--- src/rtl/drive_level_detection_flags_regs.vh ---
// Constants for the drive level detection flags block
`ifndef DRIVE_LEVEL_DETECTION_FLAGS_REGS_VH
`define DRIVE_LEVEL_DETECTION_FLAGS_REGS_VH

// Timing
`define MCLK_PERIOD_NS        10
`define CTRL_PERIOD_US        1000
`define DELAY_UNIT_US         10000
`define DELAY_MAX_UNITS       16'hEA60
`define ZERO_CUR_DELAY_MIN    16'h0001

// Scaling: percentages in 0.1 % steps, 1000 equals 100.0 %
`define PCT_FULL_SCALE        28'h00003E8
`define CURRENT_MAX           12'hBB8

// Ramp time groups
`define RAMP_GROUP_ONE        2'h0
`define RAMP_GROUP_TWO        2'h1

// Setting defaults
`define ARRIVE_WIDTH_DEFAULT  12'h000
`define SKIP_IN_RAMP_DEFAULT  1'h0
`define SW_POINT_DEFAULT      16'h0000
`define JOG_PRIORITY_DEFAULT  1'h0
`define FDT_LEVEL_DEFAULT     16'h1388
`define FDT_HYST_DEFAULT      12'h032
`define ARB_FREQ_DEFAULT      16'h1388
`define ARB_WIDTH_DEFAULT     12'h000
`define ZERO_CUR_LVL_DEFAULT  12'h032
`define ZERO_CUR_DLY_DEFAULT  16'h000A
`define OVER_CUR_LIM_DEFAULT  12'h7D0
`define OVER_CUR_DLY_DEFAULT  16'h0000
`define CUR_ARRIVE_DEFAULT    12'h1F4
`define CUR_WIDTH_DEFAULT     12'h003
`define TORQUE_LVL_DEFAULT    12'h3E8
`define TORQUE_DLY_DEFAULT    16'h0000

`endif

--- src/rtl/drive_level_detection_flags.v ---
// Frequency, current and torque level flags with ramp time and jog selection
//
// Overview of operation
// - Frequency-arrival flag on while running frequency is within band of target.
// - Arrival band width is percent of maximum frequency, default zero.
// - With skip-in-ramp set, ramping frequency inside skip band jumps its boundary.
// - Accelerating: time 2 below switching point, time 1 above; point default 0.
// - Decelerating: time 1 above switching point, time 2 below it.
// - Frequency-range ramp choice replaces terminal ramp-time selection.
// - With jog priority set, terminal jog during run switches to jog running.
// - Second level detector mirrors first; level 50.00Hz, hysteresis 5.0% of level.
// - Level flag sets at or above level, clears below level minus hysteresis.
// - Two arbitrary frequency detectors flag frequency within plus/minus width.
// - Zero-current flag after current at or below level longer than delay.
// - Zero-current level 0..300.0% of rated; delay 0.01s..600.00s.
// - Overcurrent flag after current above limit longer than delay.
// - Current limit 0.0% disables overcurrent detection; otherwise up to 300.0%.
// - Two current-arrival flags while current is within plus/minus width of level.
// - Torque flag after torque reached level longer than torque delay.
`timescale 1ns/1ps
`default_nettype none
`include "drive_level_detection_flags_regs.vh"
module drive_level_detection_flags #(
   parameter [19:0] CTRL_CYCLES     = `CTRL_PERIOD_US * 1000 / `MCLK_PERIOD_NS,
   parameter [19:0] DELAY_UNIT_CTRL = `DELAY_UNIT_US / `CTRL_PERIOD_US
) (
   // Clock and reset
   input  wire        MCLK,
   input  wire        RST_N,
   // Measured values (0.01 Hz, 0.1 % of rated)
   input  wire [15:0] OUT_FREQ,
   input  wire [15:0] TARGET_FREQ,
   input  wire [15:0] MAX_FREQ,
   input  wire [11:0] OUT_CURRENT,
   input  wire [11:0] OUT_TORQUE,
   // Run state
   input  wire        RUN,
   input  wire        ACCEL,
   input  wire        DECEL,
   input  wire        JOG_CMD,
   // Ramp, skip and jog settings
   input  wire [15:0] RAMP_FREQ,
   input  wire        SKIP_IN_RAMP_EN,
   input  wire [15:0] SKIP_FREQ_1,
   input  wire [15:0] SKIP_FREQ_2,
   input  wire [15:0] SKIP_AMPL,
   input  wire [15:0] ACC_SW_POINT,
   input  wire [15:0] DEC_SW_POINT,
   input  wire [1:0]  TERM_RAMP_GROUP,
   input  wire        JOG_PRIORITY_EN,
   // Frequency detection settings
   input  wire [11:0] ARRIVE_WIDTH,
   input  wire [15:0] FDT_LEVEL_1,
   input  wire [11:0] FDT_HYST_1,
   input  wire [15:0] FDT_LEVEL_2,
   input  wire [11:0] FDT_HYST_2,
   input  wire [15:0] ARB_FREQ_1,
   input  wire [11:0] ARB_WIDTH_1,
   input  wire [15:0] ARB_FREQ_2,
   input  wire [11:0] ARB_WIDTH_2,
   // Current and torque settings (delays in 0.01 s)
   input  wire [11:0] ZERO_CUR_LEVEL,
   input  wire [15:0] ZERO_CUR_DELAY,
   input  wire [11:0] OVER_CUR_LIMIT,
   input  wire [15:0] OVER_CUR_DELAY,
   input  wire [11:0] CUR_ARRIVE_1,
   input  wire [11:0] CUR_WIDTH_1,
   input  wire [11:0] CUR_ARRIVE_2,
   input  wire [11:0] CUR_WIDTH_2,
   input  wire [11:0] TORQUE_LEVEL,
   input  wire [15:0] TORQUE_DELAY,
   // Flags
   output wire        FREQ_ARRIVED,
   output wire        FREQ_LEVEL_DETECTOR_ONE,
   output wire        FREQ_LEVEL_DETECTOR_TWO,
   output wire        ARB_FREQ_ARRIVED_1,
   output wire        ARB_FREQ_ARRIVED_2,
   output wire        ZERO_CURRENT,
   output wire        OVER_CURRENT,
   output wire        CUR_ARRIVED_1,
   output wire        CUR_ARRIVED_2,
   output wire        TORQUE_ARRIVED,
   // Ramp and jog results, control cycle strobe
   output wire [15:0] CMD_FREQ,
   output wire [1:0]  RAMP_GROUP,
   output wire        JOG_RUN,
   output wire        CTRL_TICK
);

   // Value times percentage in 0.1 % steps
   function [15:0] pct_of;
      input [15:0] value;
      input [11:0] pct;
      reg   [27:0] prod;
      begin
         prod   = {12'h000, value} * {16'h0000, pct};
         prod   = prod / `PCT_FULL_SCALE;
         pct_of = prod[15:0];
      end
   endfunction

   function [16:0] absdiff;
      input [15:0] a;
      input [15:0] b;
      begin
         absdiff = (a >= b) ? {1'b0, a - b} : {1'b0, b - a};
      end
   endfunction
   function [15:0] clip;
      input [15:0] v;
      input [15:0] lo;
      input [15:0] hi;
      begin
         clip = (v < lo) ? lo : ((v > hi) ? hi : v);
      end
   endfunction
   // Skip across one band in the ramp direction
   function [15:0] skip_band;
      input [15:0] f;
      input [15:0] centre;
      input [15:0] ampl;
      input        up;
      reg   [16:0] lo;
      reg   [16:0] hi;
      begin
         lo = (centre > ampl) ? {1'b0, centre - ampl} : 17'h00000;
         hi = {1'b0, centre} + {1'b0, ampl};
         if (hi > 17'h0FFFF) begin
            hi = 17'h0FFFF;
         end
         if (centre != 16'h0000 && {1'b0, f} > lo && {1'b0, f} < hi) begin
            skip_band = up ? hi[15:0] : lo[15:0];
         end else begin
            skip_band = f;
         end
      end
   endfunction

   // Reset release through two flip-flops
   reg rst_meta_reg;
   reg rst_sync_reg;
   always @(posedge MCLK or negedge RST_N) begin
      if (!RST_N) begin
         rst_meta_reg <= 1'b0;
         rst_sync_reg <= 1'b0;
      end else begin
         rst_meta_reg <= 1'b1;
         rst_sync_reg <= rst_meta_reg;
      end
   end
   wire rst_n = rst_sync_reg;

   // Control cycle strobe
   reg [19:0] div_reg;
   reg        tick_reg;
   always @(posedge MCLK or negedge rst_n) begin
      if (!rst_n) begin
         div_reg  <= 20'h00000;
         tick_reg <= 1'b0;
      end else if (div_reg >= CTRL_CYCLES - 20'h00001) begin
         div_reg  <= 20'h00000;
         tick_reg <= 1'b1;
      end else begin
         div_reg  <= div_reg + 20'h00001;
         tick_reg <= 1'b0;
      end
   end
   assign CTRL_TICK = tick_reg;

   wire [15:0] arrive_band = pct_of(MAX_FREQ, ARRIVE_WIDTH);
   // Paired detectors
   wire [31:0] fdt_level_bus = {FDT_LEVEL_2, FDT_LEVEL_1};
   wire [23:0] fdt_hyst_bus  = {FDT_HYST_2, FDT_HYST_1};
   wire [31:0] arb_freq_bus  = {ARB_FREQ_2, ARB_FREQ_1};
   wire [23:0] arb_width_bus = {ARB_WIDTH_2, ARB_WIDTH_1};
   wire [23:0] cur_lvl_bus   = {CUR_ARRIVE_2, CUR_ARRIVE_1};
   wire [23:0] cur_width_bus = {CUR_WIDTH_2, CUR_WIDTH_1};
   reg  [1:0]  fdt_reg;
   reg  [1:0]  arb_reg;
   reg  [1:0]  cur_reg;
   genvar i;
   generate
      for (i = 0; i < 2; i = i + 1) begin : g_pair
         wire [15:0] lvl     = fdt_level_bus[16*i+15:16*i];
         wire [15:0] hyst    = pct_of(lvl, fdt_hyst_bus[12*i+11:12*i]);
         wire [15:0] release_pt = lvl - hyst;
         wire [15:0] arb_f   = arb_freq_bus[16*i+15:16*i];
         wire [15:0] arb_w   = pct_of(MAX_FREQ, arb_width_bus[12*i+11:12*i]);
         wire [15:0] c_lvl   = {4'h0, cur_lvl_bus[12*i+11:12*i]};
         wire [15:0] c_w     = {4'h0, cur_width_bus[12*i+11:12*i]};
         always @(posedge MCLK or negedge rst_n) begin
            if (!rst_n) begin
               fdt_reg[i] <= 1'b0;
               arb_reg[i] <= 1'b0;
               cur_reg[i] <= 1'b0;
            end else if (tick_reg) begin
               if (OUT_FREQ >= lvl) begin
                  fdt_reg[i] <= 1'b1;
               end else if (OUT_FREQ < release_pt) begin
                  fdt_reg[i] <= 1'b0;
               end
               arb_reg[i] <= absdiff(OUT_FREQ, arb_f) <= {1'b0, arb_w};
               cur_reg[i] <= absdiff({4'h0, OUT_CURRENT}, c_lvl) <= {1'b0, c_w};
            end
         end
      end
   endgenerate

   assign FREQ_LEVEL_DETECTOR_ONE = fdt_reg[0];
   assign FREQ_LEVEL_DETECTOR_TWO = fdt_reg[1];
   assign ARB_FREQ_ARRIVED_1      = arb_reg[0];
   assign ARB_FREQ_ARRIVED_2      = arb_reg[1];
   assign CUR_ARRIVED_1           = cur_reg[0];
   assign CUR_ARRIVED_2           = cur_reg[1];

   // Frequency arrival, ramp selection, skip and jog
   reg         arrive_reg;
   reg  [1:0]  ramp_group_reg;
   reg  [1:0]  ramp_group_next;
   reg  [15:0] cmd_freq_reg;
   reg  [15:0] cmd_freq_next;
   reg         jog_reg;

   always @* begin
      ramp_group_next = TERM_RAMP_GROUP;
      if (ACCEL && ACC_SW_POINT != 16'h0000) begin
         ramp_group_next = (OUT_FREQ < ACC_SW_POINT) ? `RAMP_GROUP_TWO
                                                     : `RAMP_GROUP_ONE;
      end else if (DECEL && DEC_SW_POINT != 16'h0000) begin
         ramp_group_next = (OUT_FREQ < DEC_SW_POINT) ? `RAMP_GROUP_TWO
                                                     : `RAMP_GROUP_ONE;
      end
      cmd_freq_next = RAMP_FREQ;
      if (SKIP_IN_RAMP_EN && (ACCEL || DECEL)) begin
         cmd_freq_next = skip_band(skip_band(RAMP_FREQ, SKIP_FREQ_1, SKIP_AMPL, ACCEL),
                                   SKIP_FREQ_2, SKIP_AMPL, ACCEL);
      end
   end

   always @(posedge MCLK or negedge rst_n) begin
      if (!rst_n) begin
         arrive_reg     <= 1'b0;
         ramp_group_reg <= `RAMP_GROUP_ONE;
         cmd_freq_reg   <= 16'h0000;
         jog_reg        <= 1'b0;
      end else if (tick_reg) begin
         arrive_reg     <= absdiff(OUT_FREQ, TARGET_FREQ) <= {1'b0, arrive_band};
         ramp_group_reg <= ramp_group_next;
         cmd_freq_reg   <= cmd_freq_next;
         jog_reg        <= JOG_CMD && (!RUN || JOG_PRIORITY_EN);
      end
   end

   assign FREQ_ARRIVED = arrive_reg;
   assign RAMP_GROUP   = ramp_group_reg;
   assign CMD_FREQ     = cmd_freq_reg;
   assign JOG_RUN      = jog_reg;

   // Delay-qualified detectors
   wire [15:0] zc_delay = clip(ZERO_CUR_DELAY, `ZERO_CUR_DELAY_MIN, `DELAY_MAX_UNITS);
   wire [15:0] oc_delay = clip(OVER_CUR_DELAY, 16'h0000, `DELAY_MAX_UNITS);
   wire [15:0] tq_delay = clip(TORQUE_DELAY, 16'h0000, `DELAY_MAX_UNITS);
   wire [19:0] zc_limit = {4'h0, zc_delay} * DELAY_UNIT_CTRL;
   wire [19:0] oc_limit = {4'h0, oc_delay} * DELAY_UNIT_CTRL;
   wire [19:0] tq_limit = {4'h0, tq_delay} * DELAY_UNIT_CTRL;
   wire [11:0] zc_level = (ZERO_CUR_LEVEL > `CURRENT_MAX) ? `CURRENT_MAX : ZERO_CUR_LEVEL;
   wire [11:0] oc_level = (OVER_CUR_LIMIT > `CURRENT_MAX) ? `CURRENT_MAX : OVER_CUR_LIMIT;
   wire zc_cond = OUT_CURRENT <= zc_level;
   wire oc_cond = (oc_level != 12'h000) && (OUT_CURRENT > oc_level);
   wire tq_cond = OUT_TORQUE >= TORQUE_LEVEL;
   delay_qualifier u_zero_current (
      .clk   (MCLK),
      .rst_n (rst_n),
      .tick  (tick_reg),
      .cond  (zc_cond),
      .limit (zc_limit),
      .flag  (ZERO_CURRENT)
   );
   delay_qualifier u_over_current (
      .clk   (MCLK),
      .rst_n (rst_n),
      .tick  (tick_reg),
      .cond  (oc_cond),
      .limit (oc_limit),
      .flag  (OVER_CURRENT)
   );
   delay_qualifier u_torque (
      .clk   (MCLK),
      .rst_n (rst_n),
      .tick  (tick_reg),
      .cond  (tq_cond),
      .limit (tq_limit),
      .flag  (TORQUE_ARRIVED)
   );

endmodule
`default_nettype wire

--- src/rtl/delay_qualifier.v ---
// Condition timer that raises a flag once a condition has held past a limit
`timescale 1ns/1ps
`default_nettype none
module delay_qualifier (
   // Clock and reset
   input  wire        clk,
   input  wire        rst_n,
   // Control cycle strobe
   input  wire        tick,
   // Condition and limit in control cycles
   input  wire        cond,
   input  wire [19:0] limit,
   // Qualified flag
   output reg         flag
);

   reg [19:0] count_reg;

   always @(posedge clk or negedge rst_n) begin
      if (!rst_n) begin
         count_reg <= 20'h00000;
         flag      <= 1'b0;
      end else if (tick) begin
         if (!cond) begin
            count_reg <= 20'h00000;
            flag      <= 1'b0;
         end else if (count_reg >= limit) begin
            flag <= 1'b1;
         end else begin
            count_reg <= count_reg + 20'h00001;
         end
      end
   end

endmodule
`default_nettype wire

--- config.mk ---
export PLATFORM = sky130hd
export DESIGN_NAME = drive_level_detection_flags
export DESIGN_NICKNAME = d
export VERILOG_FILES = /design/src/rtl/drive_level_detection_flags.v /design/src/rtl/delay_qualifier.v
export VERILOG_INCLUDE_DIRS = /design/src /design/src/rtl
export SDC_FILE = /design/constraint.sdc
export NUM_CORES = 2
export LEC_CHECK = 0
export BUFFER_PORTS_ARGS = -buffer_cell sky130_fd_sc_hd__buf_2
export CAP_MARGIN = 20
export CELL_PAD_IN_SITES_DETAIL_PLACEMENT = 0
export CELL_PAD_IN_SITES_GLOBAL_PLACEMENT = 1
export CORE_ASPECT_RATIO = 0.75
export CORE_MARGIN = 1.5
export CORE_UTILIZATION = 44
export CTS_BUF_LIST = sky130_fd_sc_hd__clkbuf_16
export DETAILED_ROUTE_END_ITERATION = 8
export PLACE_DENSITY = 0.78
export SETUP_SLACK_MARGIN = 0.15
export SLEW_MARGIN = 20
export SYNTH_ARGS = -nofsm -noshare
export SYNTH_HDL_FRONTEND = slang
export SYNTH_SLANG_ARGS = --single-unit
export TNS_END_PERCENT = 100
--- constraint.sdc ---
create_clock -name MCLK -period 3.2 [get_ports MCLK]
set_clock_uncertainty 0.1 [all_clocks]
set_input_delay 0.48 -clock MCLK [delete_from_list [all_inputs] [get_ports MCLK]]
set_output_delay 0.48 -clock MCLK [all_outputs]
set_load 0.1 [all_outputs]
[After elaboration in Yosys (flattened, before gate mapping)]
Cells that the tools add are included.
Storage, ports and cells
  flip-flop bits (word level): 112
  input bits: 434
  output and inout port bits: 30
Cells by class
  add/sub/neg operators: 20
  multipliers: 8
  divide/modulo/power cells: 5
  $lt $le $gt $ge: 39
  equality and inequality tests: 6
  multiplexer cells: 47
  reductions and logical operators: 27
Operators with widths (count)
  16-bit 2-to-1 mux: 19
  16-bit subtractor: 10
  28-bit by 10-bit divider with 28-bit output (second input constant): 5
  16-bit by 12-bit multiplier with 28-bit output: 5
  20-bit 2-to-1 mux: 7
  20-bit by 1-bit adder with 20-bit output (second input constant): 4
  16-bit >= comparator: 5
  17-bit 2-to-1 mux: 4
  16-bit greater-than comparator: 4
  16-bit < comparator: 4
  16-bit nonzero test: 4
  20-bit >= comparator: 3
  16-bit by 3-bit multiplier with 19-bit output (second input constant): 3
  12-bit by 12-bit subtractor with 13-bit output: 4
  16-bit greater-than comparator (second input constant): 3
  16-bit less-or-equal comparator: 3
  16-bit by 1-bit < comparator with 1-bit output (second input constant): 3
  12-bit >= comparator: 3
  16-bit by 16-bit adder with 17-bit output: 2
  17-bit by 16-bit greater-than comparator with 1-bit output (second input constant): 2
  16-bit by 17-bit < comparator with 1-bit output: 2
  16-bit by 12-bit less-or-equal comparator with 1-bit output: 2
  12-bit greater-than comparator (second input constant): 2
  12-bit 2-to-1 mux: 2
  12 further kinds: 47

[Longest topological paths before layout]
  word-level depth: 13
  depth in mapped cells: 102
  mapped depth without buffers: 95

[By module]
Synthesis repeated with hierarchy kept, for this count alone.
Second synthesis, totals
  cell total of the unflattened synthesis: 11160
  area total of the unflattened synthesis: 83187.3 µm²
Modules (own cells, without submodules)
  drive_level_detection_flags: times used 1, cells an instance 10467, area an instance 77613.2 µm², sequential area each 1226.2 µm²
  delay_qualifier: times used 3, cells an instance 231, area an instance 1858.0 µm², sequential area each 525.5 µm²

[Worst setup path after synthesis]
No wires, ideal clock.
  path type: input to register
  from: in FDT_LEVEL_1[11]
  to: reg fdt_reg[0], in the netlist FREQ_LEVEL_DETECTOR_ONE
  setup time: 0.133 ns
  arrival time: 20.190 ns
  required time: 2.967 ns
  slack: -17.223 ns
  stages: 90
  buffers on the path: 5
  path through: clkbuf_1 -> nand2_1 -> fa_1 -> fa_1 -> inv_1 -> fa_1 -> fa_1 -> inv_1 -> fa_1 -> inv_1 -> ha_1 -> buf_4 -> a21o_1 -> a21o_1 -> a21oi_1 -> a211o_1 -> nor4_1 -> o21a_2 -> [54 not listed] -> o21ai_0 -> a21oi_1 -> o21ai_0 -> a21oi_1 -> o21ai_0 -> a21oi_1 -> o21ai_0 -> a21oi_1 -> o21ai_0 -> nand2b_1 -> a21o_1 -> a21oi_1 -> xnor2_1 -> xnor2_1 -> ha_1 -> nor2b_1 -> o31ai_1 -> o21ai_0
On the way
  word-level cells in the longest chain between the ends: 6
  elaborated cells between the ends (all ways): 8
  those cells by class: add/sub (1); mul (1); div (1); order compare (2); mux (1); reduce/logical (2)
RTL lines
  start, declared: RTL line drive_level_detection_flags.v:53  | input wire [15:0] FDT_LEVEL_1,
  16-bit by 12-bit multiplier with 28-bit output: RTL line drive_level_detection_flags.v:96  | prod = {12'h000, value} * {16'h0000, pct};
  28-bit by 10-bit divider with 28-bit output (no source line)
  16-bit subtractor: RTL line drive_level_detection_flags.v:186  | wire [15:0] release_pt = lvl - hyst;
  16-bit < comparator: RTL line drive_level_detection_flags.v:199  | end else if (OUT_FREQ < release_pt) begin
  2-bit nonzero test (no source line)
  2-bit AND reduction (no source line)
  end signal, assigned by index: RTL line drive_level_detection_flags.v:193  | fdt_reg[i] <= 1'b0;
  end signal, assigned by index: RTL line drive_level_detection_flags.v:198  | fdt_reg[i] <= 1'b1;
  end signal, assigned by index: RTL line drive_level_detection_flags.v:200  | fdt_reg[i] <= 1'b0;
  end, declared: RTL line drive_level_detection_flags.v:178  | reg [1:0] fdt_reg;
Parallel ways exist; a longest one is shown, timed or not.
A chain may end at the register's enable or synchronous reset.

[Worst setup path in the final report]
  from: in FDT_LEVEL_1[7]
  to: reg fdt_reg[0], in the netlist FREQ_LEVEL_DETECTOR_ONE
The elaborated chain is that of the path after synthesis.

==> metrics.txt <==
yosys warns 0; synthesized area 82500 um2; Row Count 137; most instantiated cells after synthesis inv_1 (1213), nand2_1 (1176), ha_1 (972), fa_1 (719), a21oi_1 (652); Clk Latency, worst-skew pair 0.47 ns; critical path required time 3.44 ns; core area 186000 um2; post-synth cell types 162; most frequent cell after synthesis inv_1; P&R area growth vs syn 49.4%; Final period util 6.42; largest net degree at the start of global routing 47; total die area 190000 um2; Async SR Flop Fraction 1.00; top cell type by total area after synthesis fa_1; Post-synth EDFFs 0; drt pass-1 iters 6; CP Launch Type input port; I/O Buffers 463; Fill cells 15600; Critical Path AT 20.77 ns; Placer Congestion 0.958; Synth area leaders fa_1 (17%), ha_1 (15%), inv_1 (5.5%); reg2reg path depth 36; WS Path Type in -> reg; Initial Utilization 0.443; worst-path fanout max 9; Final min period 20.53 ns; syn_area_per_cell 7.58 um2; nets 16800; share of cells above drive strength 1 0.387; top-area cell type share of the netlist area 0.174; Hold Path Class reg -> async; I/O Pins 464; ys flop type dfrtp_1; # setup viols final 86; Tot GR Track Use 0.311; r2r setup slk -1.63 ns; failing checks setup timing; first-pass GRT wire length 490 mm; Max-Cap Viols 0; DP Worst Slack -18.34 ns; crit-path max cell delay 0.58 ns; crit path to FREQ_LEVEL_DETECTOR_ONE$_DFFE_PN0P_; post-route cell area 123000 um2; CTS Buf Count 9; slowest stage cell, crit path or4_4; RSZ-0062 raised after global routing true; max frequency 0.0487 GHz; Fin. Hold Viols 0; register area share after synthesis 0.0340; CTS max path bufs 2; Worst path most repeated cell buf_4; CTS tree yes; Crit. End Element register; Rel. slew slack 0.439; DPL Wire Length 254 mm; vias per inst 5.55; Crit Reg-Reg Endpoint u_over_current.count_reg[9]$_DFFE_PN0P_; Max Slew Vio Count 0; Seq. cell area 2810 um2; Routed WL per cell 17.8 um; Critical R2R Launch u_over_current.count_reg[1]$_DFFE_PN0P_; Routed WL 306 mm; status finished, violations left; Synth Instances 10900; Placement Cell Area 115000 um2; initial antenna violation count 44; Seq cells post-synth 112; residual DRC count 0; detailed-route via count 95200; DRT iter0 DRCs 6615; vias in the first global route 96500; # H-tree levels 3; setup ws final -17.33 ns; Die H 378 um; multi-input gate area in the final layout 80900 um2; grt total ovfl 0; Routed Antenna Nets 0; Setup crit start FDT_LEVEL_1[7]; Die X 503 um; CTS clock-pin slew for the worst setup and hold paths 0.10 ns; total clock sinks 112; Slew @ Worst Pin 0.842 ns; Root Buffer clkbuf_16
==> cell families after synthesis <==
family	after synthesis	share of synthesized area
adder cells (fa/ha/maj)	1721	0.326
AND/OR/NAND/NOR	3629	0.219
flip-flops	112	0.0340
other	2	0.0000910
multiplexers	215	0.0274
AO/OA/AOI/OAI	2952	0.251
XOR/XNOR	568	0.0616
buffers and inverters	1683	0.0813
==> cell usage in the layout, fill, tap and decap left out, types with 83 or more instances in the layout <==
| cell type | netlist | routed |
|---|---|---|
| a21oi_1 | 652 | 513 |
| buf_2 | 61 | 427 |
| nand3_1 | 263 | 221 |
| o21bai_1 | 104 | 95 |
| buf_4 | 51 | 3595 |
| dfrtp_1 | 112 | 110 |
| o21ai_0 | 529 | 371 |
| nor3_1 | 215 | 160 |
| nand2b_1 | 158 | 148 |
| nand4_1 | 128 | 128 |
| o21a_1 | 119 | 106 |
| o21ai_1 | 63 | 153 |
| a21oi_2 | 18 | 134 |
| and3_1 | 104 | 83 |
| xnor2_1 | 357 | 304 |
| nor2b_1 | 137 | 118 |
| and2_1 | 417 | 386 |
| nor2_1 | 611 | 566 |
| nand2_1 | 1176 | 1122 |
| buf_6 | 13 | 102 |
| xor2_1 | 198 | 181 |
| o211ai_1 | 127 | 127 |
| fa_1 | 719 | 689 |
| ha_1 | 972 | 906 |
| mux2i_1 | 140 | 107 |
| inv_1 | 1213 | 1193 |
| a21o_1 | 279 | 279 |
==> stage by stage <==
stage / setup TNS (ns) / instances / utilization / hold WS, ns
global placement: -358.63 / 16800 / 0.616 / 0.165
detailed placement: -372.99 / 16800 / 0.616 / 0.167
global route: -351.70 / 17200 / 0.662 / 0.203
CTS: -308.42 / 17100 / 0.648 / 0.166
floorplan: -306.63 / 10900 / - / 0.0844
finish: -317.44 / 17200 / 0.662 / 0.169
==> cell type report <==
| cell class | count | area share |
|---|---|---|
| timing repair buffer | 4176 | 0.254 |
| clock buffer | 9 | 0.00183 |
| clock inverter | 7 | 0.000467 |
| sequential | 112 | 0.0228 |
| inverter | 1240 | 0.0380 |
| multi-input combinational | 9090 | 0.657 |
| antenna | 28 | 0.000569 |
| tap | 2502 | 0.0254 |
==> critical path: cells and delay by family <==
kind	cells	cell delay (ns)
buffers and inverters	17	1.96
adder cells (fa/ha/maj)	11	4.52
XOR/XNOR	1	0.12
multiplexers	1	0.29
AO/OA/AOI/OAI	46	9.74
AND/OR/NAND/NOR	22	3.64
==> timing repair <==
action	CTS	global route
hold buffers	1	0
endpoints found under the hold margin	2	0
setup endpoints to repair	87	87
pin swaps	504	323
gates cloned	4	0
resized for setup	724	389
buffers inserted	277	71
==> routing by layer <==
metal / GRT usage / up-vias / part of all wire
li1: - / 45800 / -
met1: 0.423 / 46200 / 0.45
met2: 0.522 / 2726 / 0.46
met3: 0.0287 / 438 / 0.052
met4: 0.0892 / 8 / 0.031
met5: 0 / - / 0.00019
==> worst min path at each step <==
stage                                                     to  cells past startpoint  slack (ns)             from
global route                             JOG_RUN$_DFFE_PN0P_                      3        0.20  JOG_PRIORITY_EN
CTS                                      JOG_RUN$_DFFE_PN0P_                      3        0.17  JOG_PRIORITY_EN
detailed placement                    rst_meta_reg$_DFF_PN0_                      1        0.17            RST_N
global placement                      rst_meta_reg$_DFF_PN0_                      1        0.16            RST_N
finish              u_over_current.count_reg[16]$_DFFE_PN0P_                      0        0.17  rst_n$_DFF_PN0_
floorplan                             rst_meta_reg$_DFF_PN0_                      0        0.08            RST_N
Power is not shown: default switching activity piles up to over one toggle a cycle in this logic, so the estimate is an artifact.
